### src/hdl/wbbr_pkg.sv
// package for the word bit/byte reversal unit
// assumes a single 40 MHz clock with synchronous reset
package wbbr_pkg;
  localparam int WORD_W = 16;
  localparam int BYTE_W = 8;
  localparam int SLV_N = 64;
  localparam int SLV_W = 6;
  localparam int FIFO_DEPTH = 8;
  localparam int FIFO_AW = 3;
  localparam int CLK_PERIOD_NS = 25;
  localparam int RESP_TARGET_US = 1000;
  localparam int RESP_TARGET_BYTES = 128;
  // longest time rounds down
  localparam int RESP_TARGET_CYC = (RESP_TARGET_US * 1000) / CLK_PERIOD_NS;
  localparam logic [SLV_N-1:0] MODE_RST = 64'h0000000000000000;
  localparam logic [15:0] LAT_RST = 16'h0000;
  typedef enum logic [1:0] {
    WBBR_MODE_NONE = 2'b00,
    WBBR_MODE_BIT = 2'b01,
    WBBR_MODE_BYTE = 2'b10,
    WBBR_MODE_BOTH = 2'b11
  } wbbr_mode_t;
endpackage : wbbr_pkg

### src/hdl/wbbr_fifo.sv
// parameterised word fifo with valid/ready on both sides
// assumes same clock and synchronous active-high reset as the caller
`timescale 1ns/10ps
`default_nettype none
module wbbr_fifo #(
  parameter int WIDTH = 17,
  parameter int DEPTH = 8,
  parameter int AW = 3
) (
  input wire logic i_clk,
  input wire logic i_rst,
  input wire logic i_in_valid,
  output logic o_in_ready,
  input wire logic [WIDTH-1:0] i_in_data,
  output logic o_out_valid,
  input wire logic i_out_ready,
  output logic [WIDTH-1:0] o_out_data
);
  typedef struct packed {
    logic [AW-1:0] wp;
    logic [AW-1:0] rp;
    logic [AW:0] cnt;
  } wbbr_fifo_st_t;
  wbbr_fifo_st_t st;
  wbbr_fifo_st_t next_st;
  logic [WIDTH-1:0] mem [DEPTH];
  logic do_wr;
  logic do_rd;

  // honest flags straight from the count
  assign o_in_ready = (st.cnt != (AW+1)'(DEPTH));
  assign o_out_valid = (st.cnt != '0);
  assign do_wr = i_in_valid && o_in_ready;
  assign do_rd = o_out_valid && i_out_ready;
  assign o_out_data = mem[st.rp];

  // pointer and count update
  always_comb begin
    next_st = st;
    if (do_wr) begin
      next_st.wp = st.wp + 1'b1;
    end
    if (do_rd) begin
      next_st.rp = st.rp + 1'b1;
    end
    next_st.cnt = st.cnt + (AW+1)'(do_wr) - (AW+1)'(do_rd);
  end

  always_ff @(posedge i_clk) begin
    if (i_rst) begin
      st <= '0;
    end else begin
      st <= next_st;
    end
  end

  // storage has no reset; only valid entries are ever read
  always_ff @(posedge i_clk) begin
    if (do_wr) begin
      mem[st.wp] <= i_in_data;
    end
  end

  // count never passes the depth, so no write lands on a full store
  chk_fifo_no_over: assert property (@(posedge i_clk) disable iff (i_rst)
    st.cnt <= (AW+1)'(DEPTH)) else $error("fifo count past depth");
endmodule : wbbr_fifo
`default_nettype wire

### src/hdl/wbbr_top.sv
// word bit/byte reversal unit between word memory and frame buffer
// assumes one clock; mode bits per slave come from configuration pins
// Notes on behaviour
// - bit mode mirrors all sixteen bits, both directions
// - no bit mode passes bits unchanged
// - numeric words pass unchanged with neither bit nor byte mode
// - slave response work about 1000 us per 128 bytes; the timer flags any wait over 40000 cycles, with no byte count
// - latency excludes line serialisation time
// - byte mode swaps word halves, both directions
// - both modes apply mirror and swap together
// - independent bit and byte setting per slave
`timescale 1ns/10ps
`default_nettype none
module wbbr_top (
  input wire logic I_CLK,
  input wire logic I_SYS_RST,
  input wire logic [wbbr_pkg::SLV_N-1:0] I_BIT_REV,
  input wire logic [wbbr_pkg::SLV_N-1:0] I_BYTE_REV,
  input wire logic I_IN_VALID,
  output logic O_IN_READY,
  input wire logic [wbbr_pkg::WORD_W-1:0] I_IN_DATA,
  input wire logic [wbbr_pkg::SLV_W-1:0] I_IN_SLAVE,
  output logic O_OUT_VALID,
  input wire logic I_OUT_READY,
  output logic [wbbr_pkg::WORD_W-1:0] O_OUT_DATA,
  input wire logic I_POLL_REQ,
  input wire logic I_RESP_START,
  output logic [15:0] O_RESP_CYC,
  output logic O_RESP_LATE
);
  // state of the unit outside the fifo in one record
  typedef struct packed {
    logic [wbbr_pkg::SLV_N-1:0] bit_sy1;
    logic [wbbr_pkg::SLV_N-1:0] bit_sy2;
    logic [wbbr_pkg::SLV_N-1:0] byte_sy1;
    logic [wbbr_pkg::SLV_N-1:0] byte_sy2;
    logic cvt_valid;
    logic [wbbr_pkg::WORD_W-1:0] cvt_data;
    logic out_valid;
    logic [wbbr_pkg::WORD_W-1:0] out_data;
    logic in_ready;
    logic [wbbr_pkg::FIFO_AW:0] fcnt;
    logic busy;
    logic [15:0] cnt;
    logic [15:0] resp_cyc;
    logic late;
  } wbbr_st_t;
  wbbr_st_t st;
  wbbr_st_t next_st;
  logic f_in_ready;
  logic f_out_valid;
  logic [wbbr_pkg::WORD_W-1:0] f_out_data;
  logic f_pop;

  // mirror bit order of one word
  function automatic logic [wbbr_pkg::WORD_W-1:0] wbbr_mirror(input logic [wbbr_pkg::WORD_W-1:0] w);
    logic [wbbr_pkg::WORD_W-1:0] r;
    r = '0;
    for (int k = 0; k < wbbr_pkg::WORD_W; k++) begin
      r[k] = w[wbbr_pkg::WORD_W-1-k];
    end
    return r;
  endfunction : wbbr_mirror

  // one conversion for both directions; the mode set decides
  function automatic logic [wbbr_pkg::WORD_W-1:0] wbbr_conv(input logic [wbbr_pkg::WORD_W-1:0] w,
                                                             input wbbr_pkg::wbbr_mode_t m);
    logic [wbbr_pkg::WORD_W-1:0] r;
    r = w;
    case (m)
      wbbr_pkg::WBBR_MODE_BIT: r = wbbr_mirror(w);
      wbbr_pkg::WBBR_MODE_BYTE: r = {w[7:0], w[15:8]};
      wbbr_pkg::WBBR_MODE_BOTH: r = wbbr_mirror({w[7:0], w[15:8]});
      default: r = w;
    endcase
    return r;
  endfunction : wbbr_conv

  // settings are pins from outside, so synchronise; configurer keeps them legal
  // are the configurer's to honour
  always_comb begin
    next_st = st;
    // two flops per pin; only the second one is ever decoded
    next_st.bit_sy1 = I_BIT_REV;
    next_st.bit_sy2 = st.bit_sy1;
    next_st.byte_sy1 = I_BYTE_REV;
    next_st.byte_sy2 = st.byte_sy1;
    // conversion stage, stalls when the fifo is full
    if (!st.cvt_valid || f_in_ready) begin
      next_st.cvt_valid = I_IN_VALID && st.in_ready;
      next_st.cvt_data = wbbr_conv(I_IN_DATA,
        wbbr_pkg::wbbr_mode_t'({st.byte_sy2[I_IN_SLAVE], st.bit_sy2[I_IN_SLAVE]}));
    end
    // shadow of the fifo fill, so ready can look one cycle ahead
    next_st.fcnt = st.fcnt + (wbbr_pkg::FIFO_AW+1)'(st.cvt_valid && f_in_ready) - (wbbr_pkg::FIFO_AW+1)'(f_pop);
    // ready is a register, so it must promise room at the next edge;
    // the fifo's own flag is a cycle stale and would let a word slip past
    next_st.in_ready = !next_st.cvt_valid || (next_st.fcnt != (wbbr_pkg::FIFO_AW+1)'(wbbr_pkg::FIFO_DEPTH));
    // output register fed from the fifo
    if (!st.out_valid || I_OUT_READY) begin
      next_st.out_valid = f_out_valid;
      next_st.out_data = f_out_data;
    end
    // poll to response timer, line time excluded by the strobes used
    if (I_POLL_REQ) begin
      next_st.busy = 1'b1;
      next_st.cnt = wbbr_pkg::LAT_RST;
    end else if (st.busy && I_RESP_START) begin
      next_st.busy = 1'b0;
      next_st.resp_cyc = st.cnt;
      next_st.late = (32'(st.cnt) > wbbr_pkg::RESP_TARGET_CYC);
    end else if (st.busy && st.cnt != 16'hFFFF) begin
      next_st.cnt = st.cnt + 16'h0001;
    end
  end

  // pop only when the output register can take the word
  assign f_pop = f_out_valid && (!st.out_valid || I_OUT_READY);

  // one register for the whole state; reset clears every field
  always_ff @(posedge I_CLK) begin
    if (I_SYS_RST) begin
      st <= '0;
    end else begin
      st <= next_st;
    end
  end

  // eight words of slack between conversion and the frame buffer
  wbbr_fifo #(
    .WIDTH(wbbr_pkg::WORD_W),
    .DEPTH(wbbr_pkg::FIFO_DEPTH),
    .AW(wbbr_pkg::FIFO_AW)
  ) u_fifo (
    .i_clk(I_CLK),
    .i_rst(I_SYS_RST),
    .i_in_valid(st.cvt_valid),
    .o_in_ready(f_in_ready),
    .i_in_data(st.cvt_data),
    .o_out_valid(f_out_valid),
    .i_out_ready(f_pop),
    .o_out_data(f_out_data)
  );

  // outputs straight from the state register
  assign O_IN_READY = st.in_ready;
  assign O_OUT_VALID = st.out_valid;
  assign O_OUT_DATA = st.out_data;
  assign O_RESP_CYC = st.resp_cyc;
  assign O_RESP_LATE = st.late;

  // bit mode: top end of the mirror
  chk_bit_mirror: assert property (@(posedge I_CLK) disable iff (I_SYS_RST)
    (I_IN_VALID && st.in_ready && st.bit_sy2[I_IN_SLAVE] && !st.byte_sy2[I_IN_SLAVE])
    |=> st.cvt_data[15] == $past(I_IN_DATA[0])) else $error("bit mirror wrong");
  // low end as well, so a half mirror cannot pass
  chk_bit_low: assert property (@(posedge I_CLK) disable iff (I_SYS_RST)
    (I_IN_VALID && st.in_ready && st.bit_sy2[I_IN_SLAVE] && !st.byte_sy2[I_IN_SLAVE])
    |=> st.cvt_data[0] == $past(I_IN_DATA[15])) else $error("bit mirror low end wrong");
  // plain words travel untouched, numeric values included
  chk_pass_through: assert property (@(posedge I_CLK) disable iff (I_SYS_RST)
    (I_IN_VALID && st.in_ready && !st.bit_sy2[I_IN_SLAVE] && !st.byte_sy2[I_IN_SLAVE])
    |=> st.cvt_data == $past(I_IN_DATA)) else $error("plain word altered");
  // byte mode: halves exchanged
  chk_byte_swap: assert property (@(posedge I_CLK) disable iff (I_SYS_RST)
    (I_IN_VALID && st.in_ready && !st.bit_sy2[I_IN_SLAVE] && st.byte_sy2[I_IN_SLAVE])
    |=> st.cvt_data == {$past(I_IN_DATA[7:0]), $past(I_IN_DATA[15:8])}) else $error("byte swap wrong");
  // both modes: each byte ends up mirrored in place
  chk_both_modes: assert property (@(posedge I_CLK) disable iff (I_SYS_RST)
    (I_IN_VALID && st.in_ready && st.bit_sy2[I_IN_SLAVE] && st.byte_sy2[I_IN_SLAVE])
    |=> st.cvt_data[0] == $past(I_IN_DATA[7])) else $error("combined mode wrong");
  // other end of the combined mapping
  chk_both_high: assert property (@(posedge I_CLK) disable iff (I_SYS_RST)
    (I_IN_VALID && st.in_ready && st.bit_sy2[I_IN_SLAVE] && st.byte_sy2[I_IN_SLAVE])
    |=> st.cvt_data[15] == $past(I_IN_DATA[8])) else $error("combined mode high end wrong");

  // a word taken shows in the stage one cycle later
  chk_one_cycle: assert property (@(posedge I_CLK) disable iff (I_SYS_RST)
    (I_IN_VALID && st.in_ready)
    |=> st.cvt_valid) else $error("word not taken");
  // ready high means the stage really moves on this edge
  chk_no_lost_word: assert property (@(posedge I_CLK) disable iff (I_SYS_RST)
    (I_IN_VALID && st.in_ready)
    |-> (!st.cvt_valid || f_in_ready)) else $error("word taken while stage blocked");
  // output word stands until the sink takes it
  chk_out_hold: assert property (@(posedge I_CLK) disable iff (I_SYS_RST)
    (O_OUT_VALID && !I_OUT_READY)
    |=> (O_OUT_VALID && $stable(O_OUT_DATA))) else $error("output word dropped");
  // per-slave selection really reaches the converter
  chk_mode_select: assert property (@(posedge I_CLK) disable iff (I_SYS_RST)
    (I_IN_VALID && st.in_ready && st.bit_sy2[I_IN_SLAVE] != st.byte_sy2[I_IN_SLAVE] && I_IN_DATA == 16'h0001)
    |=> st.cvt_data != 16'h0001) else $error("slave setting ignored");

  // response timer: no late flag for an instant answer
  chk_late_flag: assert property (@(posedge I_CLK) disable iff (I_SYS_RST)
    (st.busy && I_RESP_START && !I_POLL_REQ && st.cnt == 16'h0000)
    |=> !O_RESP_LATE) else $error("late set early");
  // late flag raised once the target is passed
  chk_late_set: assert property (@(posedge I_CLK) disable iff (I_SYS_RST)
    (st.busy && I_RESP_START && !I_POLL_REQ && 32'(st.cnt) > wbbr_pkg::RESP_TARGET_CYC)
    |=> O_RESP_LATE) else $error("late flag missing");
  // timer stops at the response start
  chk_busy_clear: assert property (@(posedge I_CLK) disable iff (I_SYS_RST)
    (st.busy && I_RESP_START && !I_POLL_REQ)
    |=> !st.busy) else $error("timer still running");
  // count covers only the work between poll and response start
  chk_resp_count: assert property (@(posedge I_CLK) disable iff (I_SYS_RST)
    I_POLL_REQ ##1 (!I_POLL_REQ && !I_RESP_START) [*3] ##1 (I_RESP_START && !I_POLL_REQ)
    |=> O_RESP_CYC == 16'h0003) else $error("response count wrong");
  // reported count moves only at a response start
  chk_resp_hold: assert property (@(posedge I_CLK) disable iff (I_SYS_RST)
    !(st.busy && I_RESP_START && !I_POLL_REQ)
    |=> $stable(O_RESP_CYC)) else $error("response count moved");
endmodule : wbbr_top
`default_nettype wire

### config.mk
export PLATFORM = sky130hd
export DESIGN_NAME = wbbr_top
export DESIGN_NICKNAME = d
export VERILOG_FILES = /design/src/hdl/wbbr_pkg.sv /design/src/hdl/wbbr_fifo.sv /design/src/hdl/wbbr_top.sv
export SDC_FILE = /design/constraint.sdc
export NUM_CORES = 1
export LEC_CHECK = 0
export BUFFER_PORTS_ARGS = -buffer_cell sky130_fd_sc_hd__buf_2
export CORE_MARGIN = 2
export CORE_UTILIZATION = 53
export CTS_CLUSTER_DIAMETER = 60
export DETAILED_ROUTE_END_ITERATION = 7
export MAX_ROUTING_LAYER = met4
export PLACE_DENSITY = 0.73
export SLEW_MARGIN = 5
export SYNTH_ARGS = -nofsm -noshare
export SYNTH_HDL_FRONTEND = slang
export SYNTH_SLANG_ARGS = --single-unit
### constraint.sdc
create_clock -name I_CLK -period 5.94 [get_ports I_CLK]
set_input_delay 0 -clock I_CLK [delete_from_list [all_inputs] [get_ports I_CLK]]
set_output_delay 0 -clock I_CLK [all_outputs]
set_load 0.02 [all_outputs]
==> impl_metrics.ini <==
[synthesis]
yosys_most_used_dff = dfxtp_1
seq_area_frac_synth = 0.641
synth_area_mm2 = 0.0166
synthCells = 1253
synth_top_family_by_area = simple AND/OR/NAND/NOR gates
synth-compound-area-share = 0.0393
synth_simple_gate_area_frac = 0.148
synth_xor_area_frac = 0.0116
synth_seq_cells = 467
yosys_warnings = 0
yosysUniqueCellTypes = 50
synth.most_common_cell = dfxtp_1
synth_fa_ha_area_frac = 0.0130
synth_mux_area_frac = 0.111
syn_nets = 1425
synth_area_per_cell_um2 = 13.2
synth_edf_count = 128
synthTopCellsByCount = 339 x dfxtp_1, 267 x nor2b_1, 128 x edfxtp_1
synth_top_area_cell = dfxtp_1
synthTopCellsByArea = dfxtp_1 41%, edfxtp_1 23%, nor2b_1 10%
yosysTopAreaCellShare = 0.410
async_flop_share = 0

[clock_tree]
htree_levels = 2
cts_num_sinks = 467
clk_latency_ps = 540
cts_resized = 0
postCtsSetupBuffers = 0
cts_tree = built
numCtsBuffers = 45
cts_root_buffer = clkbuf_16
cts_buffer_depth = 3
clk_pin_slew_ps = 60

[sta]
slew_headroom = 0.195
hold_ws_ps = -30.6
rsz0062_at_grt = no
worst_pin_slew_ps = 1210
layout_min_cycle_time_ps = 3980
setup_viol = 0
clock-skew-final_ps = 25.3
hold_viol = 8
fin_tns_setup_ps = 0
fmax_mhz = 251
timing.final.crit_share = 0.670
maxSlewViolCount = 0

[setup_path]
end_kind = register
cpPeakStageDelay_ps = 860
worst_path_most_repeated_cell = dlygate4sd3_1
critical_path.startpoint_type = register
crit_chain = mux2i_1 -> a22o_1 -> a2111oi_0 -> a22oi_1 -> a41oi_2 -> mux2_1 -> dlygate4sd3_1 -> a221o_1 -> dlygate4sd3_1
arrival_ps = 4410
critPathBufInv = 2
crit_family = compound AO/OA/AOI/OAI gates
worstSetupPathType = register to register
critPathMaxFanout = 16
cp_slowest_cell = a41oi_2
required_ps = 6370

[drt]
dr_total_vias = 10179
drc = 0
routed_wl_um = 34200
detail-route-antenna-nets = 0
wl_per_cell_um = 17.1
drt_pass1_iterations = 5
vias_per_cell = 5.09
first_iter_violations = 610

[floorplanning]
rows = 64
dieArea_mm2 = 0.0327
die_x_um = 181
fp.coreArea_mm2 = 0.0307
initial_core_util = 0.540
io_pins = 191
dieHeight_um = 181

[placement]
port-buffer-count = 190
gp_congestion = 0.797
dpl.hpwl_um = 19400
placedCellCount = 1742

[power]
cellLeakagePower_nw = 8.06
irDropWorstVdd_uv = 244
p_seq_frac = 0.483
p_switching_mw = 1.78
p_int_mw = 5.67
power_density_mw_per_mm2 = 358
switching_share = 0.239
p_comb_frac = 0.144
pwr-share-clk = 0.373

[grt]
grt_max_degree = 131
grt_pass1_wl_um = 54000
first_global_vias = 10494
overflow = 0
track_usage = 0.214
antenna_found_initial = 1

[job]
max_cap_viol_count = 0

[cells_and_area]
nFillCells = 2118
fin_util = 0.679
finalNonFillerCells = 1998
post_route_cells_drive_above_1_share = 0.220
fin_nets = 1739
area_growth_syn_to_layout_pct = 25.8

[worst_hold_path]
min_path_type = input port to register

[run_status]
violations = hold timing
status = complete, but fails checks
final timing paths:
kind	startpoint	end	slack [ps]	cells past startpoint
worst max-delay path	st[237]	st[71]	1960	9
worst min register to register	next_st[79]	st[79]	440	1
worst max register to register	st[237]	st[71]	1960	9
worst min-delay path	I_SYS_RST	next_st[228]	-30	2
sequential cells by signal, summed over array words and instances, names as in the netlist:
name and flops:
O_RESP_LATE 1, O_RESP_CYC 16, next_st 128, O_OUT_VALID 1, st 166, O_OUT_DATA 16
u_fifo.mem 128, O_IN_READY 1, u_fifo.st 10
logic make-up (layout without fill, tap and decap cells):
family                     count (synthesis)  count (layout)
AOI/OAI and AO/OA                         89              89
xor gates and xnor gates                  22              22
adders and majority gates                 16              16
buffers and inverters                    121             469
DFF                                      467             467
muxes                                    108             108
other                                      0               1
and+or+nand+nor                          430             430
worst register-to-register path: stages, from the launching register on:
cell and delay [ps]:
dfxtp_1 310, mux2i_1 60, a22o_1 270, a2111oi_0 400, a22oi_1 140, a41oi_2 860
mux2_1 400, dlygate4sd3_1 590, a221o_1 300, dlygate4sd3_1 560
metrics by stage:
| step | setup slack, ps | cell area, um2 | total power [mW] |
|---|---|---|---|
| global route | 1680 | 20800 | 7.78 |
| floorplan | 2890 | 16600 | 4.41 |
| CTS | 1990 | 20800 | 7.50 |
| detailed placement | 2470 | 17600 | 4.64 |
| global placement | 2530 | 17600 | 4.61 |
| finish | 1960 | 20800 | 7.46 |
cell type report:
| cell class | count | area [um2] | area share |
|---|---|---|---|
| sequential | 467 | 10600 | 0.510 |
| multi-input combinational | 665 | 5410 | 0.260 |
| timing repair buffer | 372 | 2760 | 0.133 |
| clock buffer | 64 | 1350 | 0.0648 |
| tap | 396 | 495 | 0.0238 |
| clock inverter | 17 | 126 | 0.00606 |
| inverter | 16 | 60.1 | 0.00288 |
| antenna | 1 | 2.50 | 0.000120 |
power groups by stage:
stage / Sequential, mW / Combinational, mW / Clock [mW]
detailed placement: 3.67 / 0.972 / 0
global route: 3.62 / 1.18 / 2.97
finish: 3.60 / 1.07 / 2.78
CTS: 3.60 / 1.07 / 2.83
floorplan: 3.61 / 0.795 / 0
global placement: 3.66 / 0.947 / 0
per-layer routing:
metal	up-vias	GRT usage	share of wire
met5	-	-	0
met4	0	0.0626	0.025
met3	63	0.0353	0.050
met2	267	0.369	0.50
met1	4926	0.260	0.42
li1	4923	-	-
placed cells by master (no fill, tap or decap), drive strengths merged, types with 29 or more instances in the layout:
master / Yosys / final
dlygate4sd3: 0 / 174
mux2i: 33 / 33
buf: 47 / 198
edfxtp: 128 / 128
mux4: 58 / 58
nor2: 50 / 50
dfxtp: 339 / 339
nand2: 54 / 54
clkbuf: 58 / 64
a21oi: 29 / 29
nor2b: 267 / 267
repair_timing:
item / CTS / global route
setup endpoints to repair: 0 / 0
hold buffers: 174 / 0
hold endpoints to repair: 161 / 0
No activity file was read; power rests on OpenSTA's default activity.
